--- src/verilog/upidc_cfg.svh ---
// timing counts and field constants for the usb isolator direction control
`ifndef UPIDC_CFG_SVH
`define UPIDC_CFG_SVH

// system clock and line bit rates, in kHz / kbit per second
`define UPIDC_CLK_KHZ        25000
`define UPIDC_FS_RATE_KBPS   12000
`define UPIDC_LS_RATE_KBPS   1500

// idle timeout in bit times: one more than the longest stuffed run of seven
`define UPIDC_TIMEOUT_BITS   8
`define UPIDC_TIMEOUT_FS_CYC ((`UPIDC_TIMEOUT_BITS * `UPIDC_CLK_KHZ + `UPIDC_FS_RATE_KBPS - 1) / `UPIDC_FS_RATE_KBPS)
`define UPIDC_TIMEOUT_LS_CYC ((`UPIDC_TIMEOUT_BITS * `UPIDC_CLK_KHZ + `UPIDC_LS_RATE_KBPS - 1) / `UPIDC_LS_RATE_KBPS)

// least cycles a rebuilt line state is held, per speed (slew shaping)
`define UPIDC_HOLD_FS_CYC    1
`define UPIDC_HOLD_LS_CYC    8

// synchronised input vector bit positions
`define UPIDC_IN_SPU         10
`define UPIDC_IN_SPD         9
`define UPIDC_IN_PULLUP      8
`define UPIDC_IN_UP_PG       7
`define UPIDC_IN_PD_PG       6
`define UPIDC_IN_UP_DP       5
`define UPIDC_IN_UP_DM       4
`define UPIDC_IN_UP_DIFF     3
`define UPIDC_IN_PD_DP       2
`define UPIDC_IN_PD_DM       1
`define UPIDC_IN_PD_DIFF     0
`define UPIDC_IN_W           11

// side indices
`define UPIDC_SIDE_UP        0
`define UPIDC_SIDE_PD        1

`endif

--- src/verilog/upidc_pkg.sv ---
// types shared by the usb isolator direction control
package upidc_pkg;

    // the three line states that cross the barrier
    typedef enum logic [1:0] {
        UPIDC_SYM_SE0 = 2'h0,
        UPIDC_SYM_J   = 2'h1,
        UPIDC_SYM_K   = 2'h2
    } upidc_sym_t;

    // transfer direction state
    typedef enum logic [1:0] {
        UPIDC_ST_IDLE  = 2'h0,
        UPIDC_ST_UP2PD = 2'h1,
        UPIDC_ST_PD2UP = 2'h2
    } upidc_state_t;

endpackage : upidc_pkg

--- src/verilog/upidc_top.sv ---
// packet-by-packet direction control and line rebuild for a usb port isolator
`timescale 1ns/1ps
`include "upidc_cfg.svh"

// How it works
// - while idle watch both sides; first to leave idle fixes direction
// - keep forwarding that way until end of packet or long idle
// - at transfer end release both sides' buffers and watch again
// - receiving side keeps its own line drivers off
// - driving side drives and ignores its own inputs, no loop back
// - each line condition is coded as J, K or SE0 only
// - never rebuild spurious SE0 or any SE1 on the driving side
// - timing follows the differential receiver, not single-ended ones
// - filter threshold glitches after classifying, before accepting a line state
// - rebuilt state appears a constant delay after the input transition, except where the low-speed hold stretches a short state
// - J/K polarity and slew come from the configured speed
// - upstream pull-up connects only when the peripheral side asks
// - traffic passes transparently apart from delayed pull-up
// - no suspend state; bus idle simply leaves block monitoring
// - pull-up connect low leaves upstream disconnected and undriven
// - upstream power loss floats peripheral drivers; start floated
// - peripheral power loss drops pull-up and upstream drivers
module upidc_top (
    input  wire logic i_clk,
    input  wire logic i_reset_n,
    input  wire logic i_upstream_speed_select,
    input  wire logic i_downstream_speed_select,
    input  wire logic i_pullup_connect,
    input  wire logic i_up_power_good,
    input  wire logic i_periph_power_good,
    input  wire logic i_up_dplus,
    input  wire logic i_up_dminus,
    input  wire logic i_up_diff,
    input  wire logic i_peripheral_side_dplus,
    input  wire logic i_peripheral_side_dminus,
    input  wire logic i_peripheral_side_diff,
    output logic      o_up_dplus,
    output logic      o_up_dminus,
    output logic      o_up_oe,
    output logic      o_up_pullup_dplus,
    output logic      o_up_pullup_dminus,
    output logic      o_peripheral_side_dplus,
    output logic      o_peripheral_side_dminus,
    output logic      o_peripheral_side_oe,
    output logic      o_full_speed,
    output logic      o_speed_mismatch,
    output upidc_pkg::upidc_state_t o_direction
);
    import upidc_pkg::*;

    localparam logic [7:0] TIMEOUT_FS = 8'(`UPIDC_TIMEOUT_FS_CYC);
    localparam logic [7:0] TIMEOUT_LS = 8'(`UPIDC_TIMEOUT_LS_CYC);
    localparam logic [3:0] HOLD_FS    = 4'(`UPIDC_HOLD_FS_CYC);
    localparam logic [3:0] HOLD_LS    = 4'(`UPIDC_HOLD_LS_CYC);

    // single-ended pair plus differential receiver to line state
    function automatic upidc_sym_t classify(input logic dp, input logic dm,
                                            input logic diff, input logic fs);
        if (!dp && !dm) begin
            classify = UPIDC_SYM_SE0;
        end else begin
            // an SE1 falls through to the differential answer, never rebuilt
            classify = (diff == fs) ? UPIDC_SYM_J : UPIDC_SYM_K;
        end
    endfunction : classify

    // line state to the two driven levels {dp, dm}
    function automatic logic [1:0] drive_levels(input upidc_sym_t s, input logic fs);
        case (s)
            UPIDC_SYM_SE0: drive_levels = 2'h0;
            UPIDC_SYM_J:   drive_levels = fs ? 2'h2 : 2'h1;
            UPIDC_SYM_K:   drive_levels = fs ? 2'h1 : 2'h2;
            default:       drive_levels = fs ? 2'h2 : 2'h1;
        endcase
    endfunction : drive_levels

    // ---------------- input synchroniser ----------------
    logic [`UPIDC_IN_W-1:0] raw_in;
    logic [`UPIDC_IN_W-1:0] sync1_reg;
    logic [`UPIDC_IN_W-1:0] sync1_next;
    logic [`UPIDC_IN_W-1:0] sync2_reg;
    logic [`UPIDC_IN_W-1:0] sync2_next;

    assign raw_in = {i_upstream_speed_select, i_downstream_speed_select, i_pullup_connect,
                     i_up_power_good, i_periph_power_good,
                     i_up_dplus, i_up_dminus, i_up_diff,
                     i_peripheral_side_dplus, i_peripheral_side_dminus,
                     i_peripheral_side_diff};

    // every pin crosses two flops before use
    always_comb begin
        sync1_next = raw_in;
        sync2_next = sync1_reg;
    end

    always_ff @(posedge i_clk) begin
        if (!i_reset_n) begin
            sync1_reg <= '0;
            sync2_reg <= '0;
        end else begin
            sync1_reg <= sync1_next;
            sync2_reg <= sync2_next;
        end
    end

    // ---------------- static configuration ----------------
    logic fs;
    logic pullup_req;
    logic up_pg;
    logic pd_pg;
    logic up_ready;
    logic pd_ready;
    logic mismatch;

    // upstream select rules the convention; a mixed setting blocks transfers
    assign fs         = sync2_reg[`UPIDC_IN_SPU];
    assign mismatch   = sync2_reg[`UPIDC_IN_SPU] ^ sync2_reg[`UPIDC_IN_SPD];
    assign pullup_req = sync2_reg[`UPIDC_IN_PULLUP];
    assign up_pg      = sync2_reg[`UPIDC_IN_UP_PG];
    assign pd_pg      = sync2_reg[`UPIDC_IN_PD_PG];
    // both sides powered, attached and configured alike
    assign up_ready   = up_pg && pd_pg && pullup_req && !mismatch;
    assign pd_ready   = up_ready;

    // ---------------- glitch filter and classifier ----------------
    upidc_sym_t cand     [2];
    upidc_sym_t cand_reg [2];
    upidc_sym_t cand_next[2];
    upidc_sym_t acc_reg  [2];
    upidc_sym_t acc_next [2];
    logic       accept   [2];
    logic       fifo_full;
    upidc_state_t st_reg;

    assign cand[`UPIDC_SIDE_UP] = classify(sync2_reg[`UPIDC_IN_UP_DP], sync2_reg[`UPIDC_IN_UP_DM],
                                           sync2_reg[`UPIDC_IN_UP_DIFF], fs);
    assign cand[`UPIDC_SIDE_PD] = classify(sync2_reg[`UPIDC_IN_PD_DP], sync2_reg[`UPIDC_IN_PD_DM],
                                           sync2_reg[`UPIDC_IN_PD_DIFF], fs);

    // a candidate must stand two samples; a full buffer holds acceptance back
    always_comb begin
        for (int s = 0; s < 2; s++) begin
            cand_next[s] = cand[s];
            accept[s]    = (cand[s] == cand_reg[s]) && (cand[s] != acc_reg[s]) &&
                           !fifo_full;
            acc_next[s]  = accept[s] ? cand[s] : acc_reg[s];
        end
    end

    always_ff @(posedge i_clk) begin
        if (!i_reset_n) begin
            for (int s = 0; s < 2; s++) begin
                cand_reg[s] <= UPIDC_SYM_J;
                acc_reg[s]  <= UPIDC_SYM_J;
            end
        end else begin
            for (int s = 0; s < 2; s++) begin
                cand_reg[s] <= cand_next[s];
                acc_reg[s]  <= acc_next[s];
            end
        end
    end

    // ---------------- direction state machine ----------------
    upidc_state_t st_next;
    logic         eop_reg;
    logic         eop_next;
    logic [7:0]   idle_cnt_reg;
    logic [7:0]   idle_cnt_next;
    logic         push;
    upidc_sym_t   push_sym;
    logic         flush;
    logic         rx_accept;
    upidc_sym_t   rx_sym;
    logic         drained;
    logic         fifo_empty;
    logic [3:0]   hold_cnt_reg;
    upidc_sym_t   out_sym_reg;

    // only the receiving side's classifier is heard during a transfer
    assign rx_accept = (st_reg == UPIDC_ST_UP2PD) ? accept[`UPIDC_SIDE_UP]
                                                  : accept[`UPIDC_SIDE_PD];
    assign rx_sym    = (st_reg == UPIDC_ST_UP2PD) ? cand[`UPIDC_SIDE_UP] : cand[`UPIDC_SIDE_PD];
    assign drained   = fifo_empty && (hold_cnt_reg == 4'h0);

    always_comb begin
        st_next       = st_reg;
        eop_next      = eop_reg;
        idle_cnt_next = idle_cnt_reg;
        push          = 1'b0;
        push_sym      = UPIDC_SYM_J;
        flush         = 1'b0;
        case (st_reg)
            UPIDC_ST_IDLE: begin
                // no suspend state: idle monitoring is the low-activity state
                eop_next      = 1'b0;
                idle_cnt_next = 8'h0;
                if (up_ready && accept[`UPIDC_SIDE_UP] && cand[`UPIDC_SIDE_UP] != UPIDC_SYM_J) begin
                    st_next  = UPIDC_ST_UP2PD;
                    push     = 1'b1;
                    push_sym = cand[`UPIDC_SIDE_UP];
                    eop_next = (cand[`UPIDC_SIDE_UP] == UPIDC_SYM_SE0);
                end else if (pd_ready && accept[`UPIDC_SIDE_PD] &&
                             cand[`UPIDC_SIDE_PD] != UPIDC_SYM_J) begin
                    st_next  = UPIDC_ST_PD2UP;
                    push     = 1'b1;
                    push_sym = cand[`UPIDC_SIDE_PD];
                    eop_next = (cand[`UPIDC_SIDE_PD] == UPIDC_SYM_SE0);
                end
            end
            UPIDC_ST_UP2PD, UPIDC_ST_PD2UP: begin
                if (rx_accept) begin
                    // every accepted change is forwarded unaltered
                    push          = 1'b1;
                    push_sym      = rx_sym;
                    idle_cnt_next = 8'h0;
                    if (rx_sym == UPIDC_SYM_SE0) begin
                        eop_next = 1'b1;
                    end
                end else if (idle_cnt_reg != 8'hFF) begin
                    idle_cnt_next = idle_cnt_reg + 8'h1;
                end
                // eop done once SE0 then J has been rebuilt and held
                if (!up_ready ||
                    (eop_reg && drained && out_sym_reg == UPIDC_SYM_J && !rx_accept) ||
                    (idle_cnt_reg >= (fs ? TIMEOUT_FS : TIMEOUT_LS))) begin
                    st_next = UPIDC_ST_IDLE;
                    flush   = 1'b1;
                end
            end
            default: begin
                st_next = UPIDC_ST_IDLE;
                flush   = 1'b1;
            end
        endcase
    end

    always_ff @(posedge i_clk) begin
        if (!i_reset_n) begin
            st_reg       <= UPIDC_ST_IDLE;
            eop_reg      <= 1'b0;
            idle_cnt_reg <= 8'h0;
        end else begin
            st_reg       <= st_next;
            eop_reg      <= eop_next;
            idle_cnt_reg <= idle_cnt_next;
        end
    end

    // ---------------- two-entry line-state buffer ----------------
    upidc_sym_t mem_reg [2];
    upidc_sym_t mem_next[2];
    logic       wr_ptr_reg;
    logic       wr_ptr_next;
    logic       rd_ptr_reg;
    logic       rd_ptr_next;
    logic [1:0] count_reg;
    logic [1:0] count_next;
    logic       pop;
    logic       drain_ready;

    assign fifo_full   = (count_reg == 2'h2);
    assign fifo_empty  = (count_reg == 2'h0);
    // the driver stalls while a rebuilt state has not yet held its least time
    assign drain_ready = (hold_cnt_reg == 4'h0);
    assign pop         = !fifo_empty && drain_ready && !flush;

    always_comb begin
        mem_next    = mem_reg;
        wr_ptr_next = wr_ptr_reg;
        rd_ptr_next = rd_ptr_reg;
        count_next  = count_reg;
        if (flush) begin
            wr_ptr_next = 1'b0;
            rd_ptr_next = 1'b0;
            count_next  = 2'h0;
        end else begin
            if (push && !fifo_full) begin
                mem_next[wr_ptr_reg] = push_sym;
                wr_ptr_next          = ~wr_ptr_reg;
            end
            if (pop) begin
                rd_ptr_next = ~rd_ptr_reg;
            end
            count_next = count_reg + 2'((push && !fifo_full) ? 1 : 0) - 2'(pop ? 1 : 0);
        end
    end

    always_ff @(posedge i_clk) begin
        if (!i_reset_n) begin
            mem_reg[0] <= UPIDC_SYM_J;
            mem_reg[1] <= UPIDC_SYM_J;
            wr_ptr_reg <= 1'b0;
            rd_ptr_reg <= 1'b0;
            count_reg  <= 2'h0;
        end else begin
            mem_reg    <= mem_next;
            wr_ptr_reg <= wr_ptr_next;
            rd_ptr_reg <= rd_ptr_next;
            count_reg  <= count_next;
        end
    end

    // ---------------- line driver stage ----------------
    upidc_sym_t out_sym_next;
    logic [3:0] hold_cnt_next;
    logic [1:0] lvl_reg;
    logic [1:0] lvl_next;
    logic       up_oe_reg;
    logic       up_oe_next;
    logic       pd_oe_reg;
    logic       pd_oe_next;
    logic       pu_dp_reg;
    logic       pu_dp_next;
    logic       pu_dm_reg;
    logic       pu_dm_next;

    // fixed pipeline, so the rebuilt edge lags the input edge by a constant, except where the low-speed hold stretches a short state
    always_comb begin
        out_sym_next  = out_sym_reg;
        hold_cnt_next = (hold_cnt_reg != 4'h0) ? hold_cnt_reg - 4'h1 : 4'h0;
        if (st_next == UPIDC_ST_IDLE) begin
            out_sym_next  = UPIDC_SYM_J;
            hold_cnt_next = 4'h0;
        end else if (pop) begin
            out_sym_next  = mem_reg[rd_ptr_reg];
            hold_cnt_next = (fs ? HOLD_FS : HOLD_LS) - 4'h1;
        end
        lvl_next   = drive_levels(out_sym_next, fs);
        // receiver side stays off; driver side on; all off when idle
        up_oe_next = (st_next == UPIDC_ST_PD2UP) && up_ready;
        pd_oe_next = (st_next == UPIDC_ST_UP2PD) && up_ready;
        // peripheral side decides attach time; speed picks which line
        pu_dp_next = pullup_req && pd_pg && fs;
        pu_dm_next = pullup_req && pd_pg && !fs;
    end

    always_ff @(posedge i_clk) begin
        if (!i_reset_n) begin
            out_sym_reg  <= UPIDC_SYM_J;
            hold_cnt_reg <= 4'h0;
            lvl_reg      <= 2'h0;
            up_oe_reg    <= 1'b0;
            pd_oe_reg    <= 1'b0;
            pu_dp_reg    <= 1'b0;
            pu_dm_reg    <= 1'b0;
        end else begin
            out_sym_reg  <= out_sym_next;
            hold_cnt_reg <= hold_cnt_next;
            lvl_reg      <= lvl_next;
            up_oe_reg    <= up_oe_next;
            pd_oe_reg    <= pd_oe_next;
            pu_dp_reg    <= pu_dp_next;
            pu_dm_reg    <= pu_dm_next;
        end
    end

    // both sides share the rebuilt levels; only one enable is ever high
    assign o_up_dplus               = lvl_reg[1];
    assign o_up_dminus              = lvl_reg[0];
    assign o_up_oe                  = up_oe_reg;
    assign o_peripheral_side_dplus  = lvl_reg[1];
    assign o_peripheral_side_dminus = lvl_reg[0];
    assign o_peripheral_side_oe     = pd_oe_reg;
    assign o_up_pullup_dplus        = pu_dp_reg;
    assign o_up_pullup_dminus       = pu_dm_reg;
    assign o_full_speed             = fs;
    assign o_speed_mismatch         = mismatch;
    assign o_direction              = st_reg;

endmodule : upidc_top

--- config.mk ---
export PLATFORM = sky130hd
export DESIGN_NAME = upidc_top
export DESIGN_NICKNAME = d
export VERILOG_FILES = /design/src/verilog/upidc_pkg.sv /design/src/verilog/upidc_top.sv
export VERILOG_INCLUDE_DIRS = /design/src /design/src/verilog
export SDC_FILE = /design/constraint.sdc
export NUM_CORES = 1
export LEC_CHECK = 0
export BUFFER_PORTS_ARGS = -buffer_cell sky130_fd_sc_hd__buf_2
export CORE_MARGIN = 1
export CORE_UTILIZATION = 49
export CTS_BUF_LIST = sky130_fd_sc_hd__clkbuf_8
export CTS_CLUSTER_DIAMETER = 30
export DETAILED_ROUTE_END_ITERATION = 6
export MAX_ROUTING_LAYER = met4
export PLACE_DENSITY = 0.71
export SYNTH_ARGS = -nofsm -noshare
export SYNTH_HDL_FRONTEND = slang
export SYNTH_SLANG_ARGS = --single-unit
--- constraint.sdc ---
create_clock -name i_clk -period 3.84 [get_ports i_clk]
set_input_delay 0.192 -clock i_clk [delete_from_list [all_inputs] [get_ports i_clk]]
set_output_delay 0.192 -clock i_clk [all_outputs]
set_load 0.03 [all_outputs]
# [After elaboration in Yosys (flattened, before gate mapping)]
# Memory sizes are Yosys's and may differ from the RTL's.
# Index checks and enable logic that the tools add are counted.
[totals] mem_count=2 ramBits=8 reg_bits=53 in_bits=13 out_inout_bits=12
[mem_list] name="acc_reg" words=2 width=2 read_ports=2 rd_ports_with_merged_regs=0 write_ports=2 line="upidc_top.sv:129" text="upidc_sym_t acc_reg [2];"
[mem_list] name="cand_reg" words=2 width=2 read_ports=2 rd_ports_with_merged_regs=0 write_ports=2 line="upidc_top.sv:127" text="upidc_sym_t cand_reg [2];"
[classes] n_reduce_logical=55 muxes=53 bitwise=11 eq_ne=19 n_lt_le_gt_ge=4 addsub=5
[op_table] cell="$mux W2" n=25
[op_table] cell="$logic_and A1 B1 Y1" n=26
[op_table] cell="$mux W8" n=3
[op_table] cell="$pmux W8 S2" n=1
[op_table] cell="$logic_not A2 Y1" n=7
[op_table] cell="$mux W1" n=13
[op_table] cell="$mux W4" n=3
[op_table] cell="$pmux W2 S2" n=3
[op_table] cell="$logic_not A1 Y1" n=11
[op_table] cell="$add A8 B1 Y8 const B" n=1
[op_table] cell="$eq A2 B2 Y1 const B" n=4
[op_table] cell="$ge A8 B8 Y1" n=1
[op_table] cell="$ne A8 B8 Y1 const B" n=1
[op_table] cell="$sub A4 B1 Y4 const B" n=2
[op_table] cell="$eq A2 B1 Y1 const B" n=3
[op_table] cell="$pmux W1 S2" n=3
[op_table] cell="$reduce_or A2 Y1" n=3
[op_table] cell="$bwmux W4" n=1
[op_table] cell="$eq A2 B2 Y1" n=2
[op_table] cell="$ge A2 B2 Y1 const B" n=2
[op_table] cell="$logic_not A4 Y1" n=1
[op_table] cell="$ne A2 B1 Y1 const B" n=2
[op_table] cell="$ne A2 B2 Y1" n=2
[op_table] cell="$ne A2 B2 Y1 const B" n=2
[op_table] cell="15 further kinds" n=25

# [Longest topological paths before layout]
# Gate-level depths: netlist (run 1).
[logic_depth] ltp_word=19 depth_mapped=14 ltp_nobuf=13

# [Worst setup path after synthesis (run 1)]
# Ideal clock, no wire load.
[synth_path] path_type="reg2reg" start="reg sync2_reg[10]" end="reg lvl_reg[0]" slack_ps=844 setup_ps=72 arrival_ps=2924 period_less_slack_ps=2996 path_buffers=1 path_stages_with_launch=11 path_cell_list="dfxtp_1 buf_6 inv_1 ha_1 or3_4 a2111oi_4 o2111a_2 o21ai_2 mux2_4 a2111oi_4 mux2i_1"
[synth_via] elab_chain_len=19
[synth_rtl] element="start: declaration" line="upidc_top.sv:81" text="logic [`UPIDC_IN_W-1:0] sync2_reg;"
[synth_rtl] element="start signal: assignment" line="upidc_top.sv:102" text="sync2_reg <= sync2_next;"
[synth_rtl] element="$eq A1 B1 Y1" line="upidc_top.sv:63" text="classify = (diff == fs) ? UPIDC_SYM_J : UPIDC_SYM_K;"
[synth_rtl] element="$mux W2" line="upidc_top.sv:63"
[synth_rtl] element="$mux W2" line="upidc_top.sv:59" text="if (!dp && !dm) begin"
[synth_rtl] element="$eq A2 B2 Y1 or $ne A2 B2 Y1 (tied branches)" line="upidc_top.sv:144" text="accept[s] = (cand[s] == cand_reg[s]) && (cand[s] != acc_reg[s]) &&"
[synth_rtl] element="$logic_and A1 B1 Y1 (2 in a row)" line="upidc_top.sv:144"
[synth_rtl] element="$mux W1" line="upidc_top.sv:181" text="assign rx_accept = (st_reg == UPIDC_ST_UP2PD) ? accept[`UPIDC_SIDE_UP]"
[synth_rtl] element="$logic_not A1 Y1" line="upidc_top.sv:225" text="(eop_reg && drained && out_sym_reg == UPIDC_SYM_J && !rx_accept) ||"
[synth_rtl] element="$logic_and A1 B1 Y1" line="upidc_top.sv:225"
[synth_rtl] element="(+2 left out)"
[synth_rtl] element="$mux W1" line="upidc_top.sv:224" text="if (!up_ready ||"
[synth_rtl] element="$pmux W1 S2" line="upidc_top.sv:193" text="case (st_reg)"
[synth_rtl] element="$logic_not A1 Y1" line="upidc_top.sv:266" text="assign pop = !fifo_empty && drain_ready && !flush;"
[synth_rtl] element="$logic_and A1 B1 Y1" line="upidc_top.sv:266"
[synth_rtl] element="$mux W2" line="upidc_top.sv:325" text="end else if (pop) begin"
[synth_rtl] element="$mux W2" line="upidc_top.sv:322" text="if (st_next == UPIDC_ST_IDLE) begin"
[synth_rtl] element="$eq A2 B2 Y1 or $logic_not A2 Y1 (tied branches)" line="upidc_top.sv:69" text="case (s)"
[synth_rtl] element="$pmux W2 S2 (*)" line="upidc_top.sv:69"
[synth_rtl] element="end signal: assignment" line="upidc_top.sv:350" text="lvl_reg <= lvl_next;"
[synth_rtl] element="end: declaration" line="upidc_top.sv:307" text="logic [1:0] lvl_reg;"
# Every way passes the cells marked *; elsewhere a longest branch is shown, timed or not.
# A chain may end at the register's enable or synchronous reset.

# [Final worst setup path (run 1)]
[layout_path] start="reg sync2_reg[10]" end="reg count_reg[1]"
[layout_via] elab_chain_len=17
[layout_rtl] element="branches (longest 17 deep; another with $mux W2)"
[layout_rtl] element="end signal: assignment" line="upidc_top.sv:300" text="count_reg <= count_next;"
[layout_rtl] element="end: declaration" line="upidc_top.sv:257" text="logic [1:0] count_reg;"
# Several ways; the timed one is not identified.

==> out/results.tsv, run 1 <==
metric	value	unit
GRT Overall Usage	21.1	%
PnR worst setup slack	619	ps
synthesized flop and latch total	61	
setup TNS	0	ps
global-route wire length before repair	9840	um
Final GP Congestion	0.891	
dpl ws	644	ps
Via density	5.52	
clock sinks	61	
Final period util	83.9	%
hold_buf cts	0	
max-slew violation count	0	
Area Overhead vs Synth	12.5	%
Avg WL per Cell	13.6	um
sw frac	25.9	%
layout cell share with drive strength beyond 1	17.3	%
Worst-Skew Late Latency	340	ps
Mapped Area	2980	sq um
Synth Area per Inst	9.27	sq um
Syn Nets	345	
post-synth cell types	65	
Initial Util	50.6	%
Crit Path Class	flip-flop to flip-flop	
largest net degree at the start of global routing	46	
Worst EP required	4070	ps
Vias	2358	
clk slew on worst S/H paths	70	ps
clock root buffer	clkbuf_8	
Net Sw Power	0.000402	W
Overflow after GRT	0	
Leakage Power	1.35	nW
yosys warns	0	
fin nets	372	
Max H-tree Level	3	
min cycle time layout	3220	ps
Layout Utilization	56.9	%
total CTS buffers	9	
relative slew slack	44.4	%
outcome	finished, final reports clean	
Async SR Flop Fraction	0	%
Antenna Diode Count	0	
Post-Syn Instances	321	
post-CTS setup buffer count	0	
endpoints failing hold	0	
final non-filler cell total	427	
vias in the first global route	2161	
clk buf depth	2	
RSZ-0062 raised after global routing	false	
Crit. End Element	flip-flop	
PostCTS Resize Cnt	0	
register share of total power	45.1	%
drt total wl	5830	um
I/O pins	25	
DRC errors left	0	
Max Freq	0.310	GHz
IO Port Bufs	24	
max cap viols	0	
ys flop type	dfxtp_1	
Setup crit start kind	flip-flop	
die height	79.9	um
Slew @ Worst Pin	813	ps
sequential-to-total area share from yosys stat	41.0	%
Post-synth EDFFs	0	
CTS tree	built	
die width	79.9	um
antenna viol nets, final	0	
DP HPWL	4090	um
critical-path maximum fanout	14	
placeable core area	5890	sq um
Hold Path Class	primary input to flip-flop	
placed instance count	412	
row count	28	
pwr dens	464	nW/um^2
clk_skew	11.0	ps
Clk network pwr share	39.4	%
die area	6390	sq um
final setup fails	0	
combinational share of power	15.5	%
P_int	0.00115	W
Max VDD drop	0.000306	V
Worst EP arrival	3450	ps
initial DRC count	89	
TritonRoute pass-1 iters	4	
initial antenna violation count	0	
-- cells in the mapped netlist (6+ instances only) --
cell type / number / area (sq um)
dfxtp_1: 61 / 1220
nor2_1: 29 / 109
and2_1: 26 / 163
nand2_1: 18 / 67.6
inv_1: 15 / 56.3
a21oi_1: 13 / 65.1
nand3_1: 13 / 65.1
ha_1: 11 / 138
nor3_1: 9 / 45.0
o21ai_0: 9 / 45.0
xnor2_1: 9 / 78.8
o31ai_1: 6 / 45.0
-- path summary, 6_finish.rpt --
check / start / to / slack (ps) / depth (start not counted)
worst max-delay path: sync2_reg[10]$_SDFF_PN0_ / count_reg[1]$_SDFF_PP0_ / 620 / 12
worst min-delay path: i_upstream_speed_select / sync1_reg[10]$_SDFF_PN0_ / 50 / 2
worst max register to register: sync2_reg[10]$_SDFF_PN0_ / count_reg[1]$_SDFF_PP0_ / 620 / 12
worst min register to register: sync1_reg[6]$_SDFF_PN0_ / sync2_reg[6]$_SDFF_PN0_ / 430 / 1
-- layer usage --
metal  routed length (um)  GRT usage (%)
met1                 2790           25.3
met4                  120           10.5
met3                  223           5.60
met2                 2690           32.7
met5                    0              -
-- kinds of logic after synthesis --
logic type                 Yosys count  synth area share [%]
xor gates and xnor gates            12                  3.53
adders and majority gates           11                  4.63
and+or+nand+nor                    129                  23.1
buffers and inverters               25                  4.25
muxes                               12                  4.46
DFF                                 61                  41.0
AOI/OAI and AO/OA                   71                  19.0
-- power groups by stage --
stage	Combinational [W]	Clock, W	Sequential [W]
global route	0.000270	0.000658	0.000705
detailed placement	0.000241	0	0.000713
floorplan	0.000195	0	0.000706
finish	0.000241	0.000612	0.000700
CTS	0.000241	0.000624	0.000700
global placement	0.000237	0	0.000711
-- placed cells by master, fill, tap and decap left out, types with 6 or more instances in the layout --
master	netlist	routed
ha_1	11	11
xnor2_1	9	9
o21ai_0	9	9
and2_1	26	26
dfxtp_1	61	61
clkbuf_8	1	10
nor2_1	29	29
o31ai_1	6	6
a21oi_1	13	13
inv_1	15	16
nand2_1	18	18
nand3_1	13	13
buf_2	0	24
nor3_1	9	9
-- per-stage QoR --
stage	power [W]	hold slack [ps]	area (sq um)
2_1_floorplan	0.000900	319	2980
3_3_place_gp	0.000948	398	3130
3_5_place_dp	0.000954	400	3130
4_1_cts	0.00157	44.2	3350
5_1_grt	0.00163	56.1	3350
6_report	0.00155	53.7	3350
-- worst max-delay path: stages, from the launching register on --
cell,delay [ps]
dfxtp_1,680
xnor2_1,250
mux2i_1,250
nand3_1,220
o31ai_1,430
nand3_1,250
and2_1,210
ha_1,260
inv_1,50
ha_1,140
xor2_1,170
xnor2_1,140
nor2_1,50
-- final cells by class --
class / instances / area [sq um]
Clock buffer: 10 / 138
Tap cell: 75 / 93.8
Timing Repair Buffer: 26 / 135
Multi-Input combinational cell: 235 / 1630
Sequential cell: 61 / 1220
Clock inverter: 5 / 76.3
Inverter: 15 / 56.3
Fill cell: 523 / 2540
Note: power is estimated with default switching activity, not from simulation.
==> run 2: changes to the inputs <==
- clock period: 3.84 -> 3.1 ns (I/O delays scaled with it)
==> out/results.tsv, run 2 (synthesized netlist as in run 1, its figures left out) <==
metric	value	unit	change
outcome	finished, final reports clean		unchanged
Worst EP arrival	3120	ps	was 3450 ps
final setup fails	0		unchanged
Area Overhead vs Synth	15.4	%	was 12.5%
die height	79.9	um	unchanged
Worst EP required	3330	ps	was 4070 ps
fillers	546		was 523
FF-to-FF Start	sync2_reg[10]$_SDFF_PN0_		unchanged
max-slew violation count	0		unchanged
reg2reg path depth	13		was 12
placeable core area	5890	sq um	unchanged
Max H-tree Level	3		unchanged
Max Freq	0.346	GHz	was 0.310 GHz
clock root buffer	clkbuf_8		unchanged
fin nets	379		was 372
clk buf depth	2		unchanged
vias in the first global route	2331		was 2161
Vias	2374		was 2358
placed instance area	3180	sq um	was 3130 sq um
die width	79.9	um	unchanged
Avg WL per Cell	13.9	um	was 13.6 um
Crit Path Class	flip-flop to flip-flop		unchanged
Design Power	0.00196	W	was 0.00155 W
post-CTS setup buffer count	0		unchanged
Final period util	93.3	%	was 83.9%
Layout Utilization	58.4	%	was 56.9%
Crit. End Element	flip-flop		unchanged
max cap viols	0		unchanged
largest net degree at the start of global routing	46		unchanged
GRT Overall Usage	22.2	%	was 21.1%
Hold Path Class	primary input to flip-flop		unchanged
Leakage Power	1.40	nW	was 1.35 nW
Overflow after GRT	0		unchanged
critical-path maximum fanout	7		was 14
register area	1220	sq um	about the same
Slew @ Worst Pin	615	ps	was 813 ps
CTS tree	built		unchanged
Worst-Skew Late Latency	340	ps	about the same
Worst R2R Setup Slack	210	ps	was 620 ps
min cycle time layout	2890	ps	was 3220 ps
commonest cells after routing, fill and taps aside	60 x dfxtp_1, 29 x nor2_1, 26 x and2_1		was 61 x dfxtp_1, 29 x nor2_1, 26 x and2_1
Worst Hold Path EP	sync1_reg[10]$_SDFF_PN0_		unchanged
endpoints failing hold	0		unchanged
IO Port Bufs	24		unchanged
row count	28		unchanged
initial antenna violation count	0		unchanged
global-route wire length before repair	10500	um	was 9840 um
DP HPWL	4400	um	was 4090 um
RR Endpoint	count_reg[1]$_SDFF_PP0_		unchanged
clock sinks	61		unchanged
Design Area, Final	3430	sq um	was 3350 sq um
TritonRoute pass-1 iters	5		was 4
total CTS buffers	9		unchanged
pwr dens	570	nW/um^2	was 464 nW/um^2
I/O pins	25		unchanged
clk_skew	11.1	ps	was 11.0 ps
die area	6390	sq um	unchanged
Final GP Congestion	0.853		was 0.891
Multi-input gate area	1650	sq um	was 1630 sq um
most common cell after layout, fill and taps aside	dfxtp_1		unchanged
layout cell share with drive strength beyond 1	20.3	%	was 17.3%
relative slew slack	58.7	%	was 44.4%
hold depth	2		unchanged
RSZ-0062 raised after global routing	false		unchanged
drt total wl	6060	um	was 5830 um
initial DRC count	153		was 89
DRC errors left	0		unchanged
clk slew on worst S/H paths	70	ps	about the same
Antenna Diode Count	0		unchanged
setup TNS	0	ps	unchanged
HP Start	i_upstream_speed_select		unchanged
Via density	5.46		was 5.52
Initial Util	50.6	%	unchanged
antenna viol nets, final	0		unchanged
Setup crit start kind	flip-flop		unchanged
Max VDD drop	0.000357	V	was 0.000306 V
## run 2: cell count changes in the layout (fill, tap and decap cells not counted), sizes merged
cell | previous run | this run
buf | 26 | 32
clkinv | 1 | 3
dlygate4sd3 | 0 | 1
inv | 16 | 15
## run 2: how the worst max path moves through the flow
stage                                    to  slack, ps                startpoint
global placement    count_reg[1]$_SDFF_PP0_        130  sync2_reg[10]$_SDFF_PN0_
finish              count_reg[1]$_SDFF_PP0_        210  sync2_reg[10]$_SDFF_PN0_
global route          lvl_reg[1]$_SDFF_PN0_         20  sync2_reg[10]$_SDFF_PN0_
floorplan             lvl_reg[0]$_SDFF_PN0_        100  sync2_reg[10]$_SDFF_PN0_
CTS                 count_reg[1]$_SDFF_PP0_        100  sync2_reg[10]$_SDFF_PN0_
detailed placement  count_reg[1]$_SDFF_PP0_        110  sync2_reg[10]$_SDFF_PN0_
## run 2: where the power goes
group	total [W]	switching, W	internal [W]
logic	0.000315	0.000171	0.000144
registers	0.000863	0.0000377	0.000825
clock network	0.000780	0.000308	0.000473
total	0.00196	0.000516	0.00144
## run 2: cell type report
type                    count  area share [%]
repair buffers             33            5.54
inverters                  15            1.64
flip-flops and latches     61            35.6
multi-input cells         235            48.0
clock buffers              10            4.01
clock inverters             6            2.51
well taps                  75            2.73
## run 2: metal layers
metal | GRT usage, % | vias up | wire [um]
li1 | - | 1214 | -
met3 | 7.43 | 14 | 243
met5 | - | - | 0
met2 | 34.7 | 49 | 2810
met4 | 8.57 | 0 | 124
met1 | 26.2 | 1097 | 2870
## run 2: per-stage QoR
| step | hold WS [ps] | worst slack (ps) | cells |
|---|---|---|---|
| after floorplan | 282 | 104 | 321 |
| after global placement | 360 | 130 | 418 |
| after detailed placement | 363 | 114 | 418 |
| after CTS | 8.50 | 95.2 | 434 |
| after global routing | 1.33 | 21.5 | 435 |
| final | 17.6 | 208 | 435 |
## run 2: repair_timing
| action | CTS | global route |
|---|---|---|
| endpoints found under the hold margin | 0 | 1 |
| endpoints found under the setup margin | 0 | 5 |
| hold buffers | 0 | 1 |
| gates resized for setup | 0 | 4 |
## run 2: worst max-delay path, stage by stage (launching register included)
cell and delay, ps:
dfxtp_1 340, buf_4 180, xnor2_2 280, nand2_1 200, o221ai_1 300, nor2_2 130, o211ai_1 380, and2_1 190
ha_1 220, inv_1 50, ha_1 150, xor2_1 190, xnor2_1 140, nor2_1 50
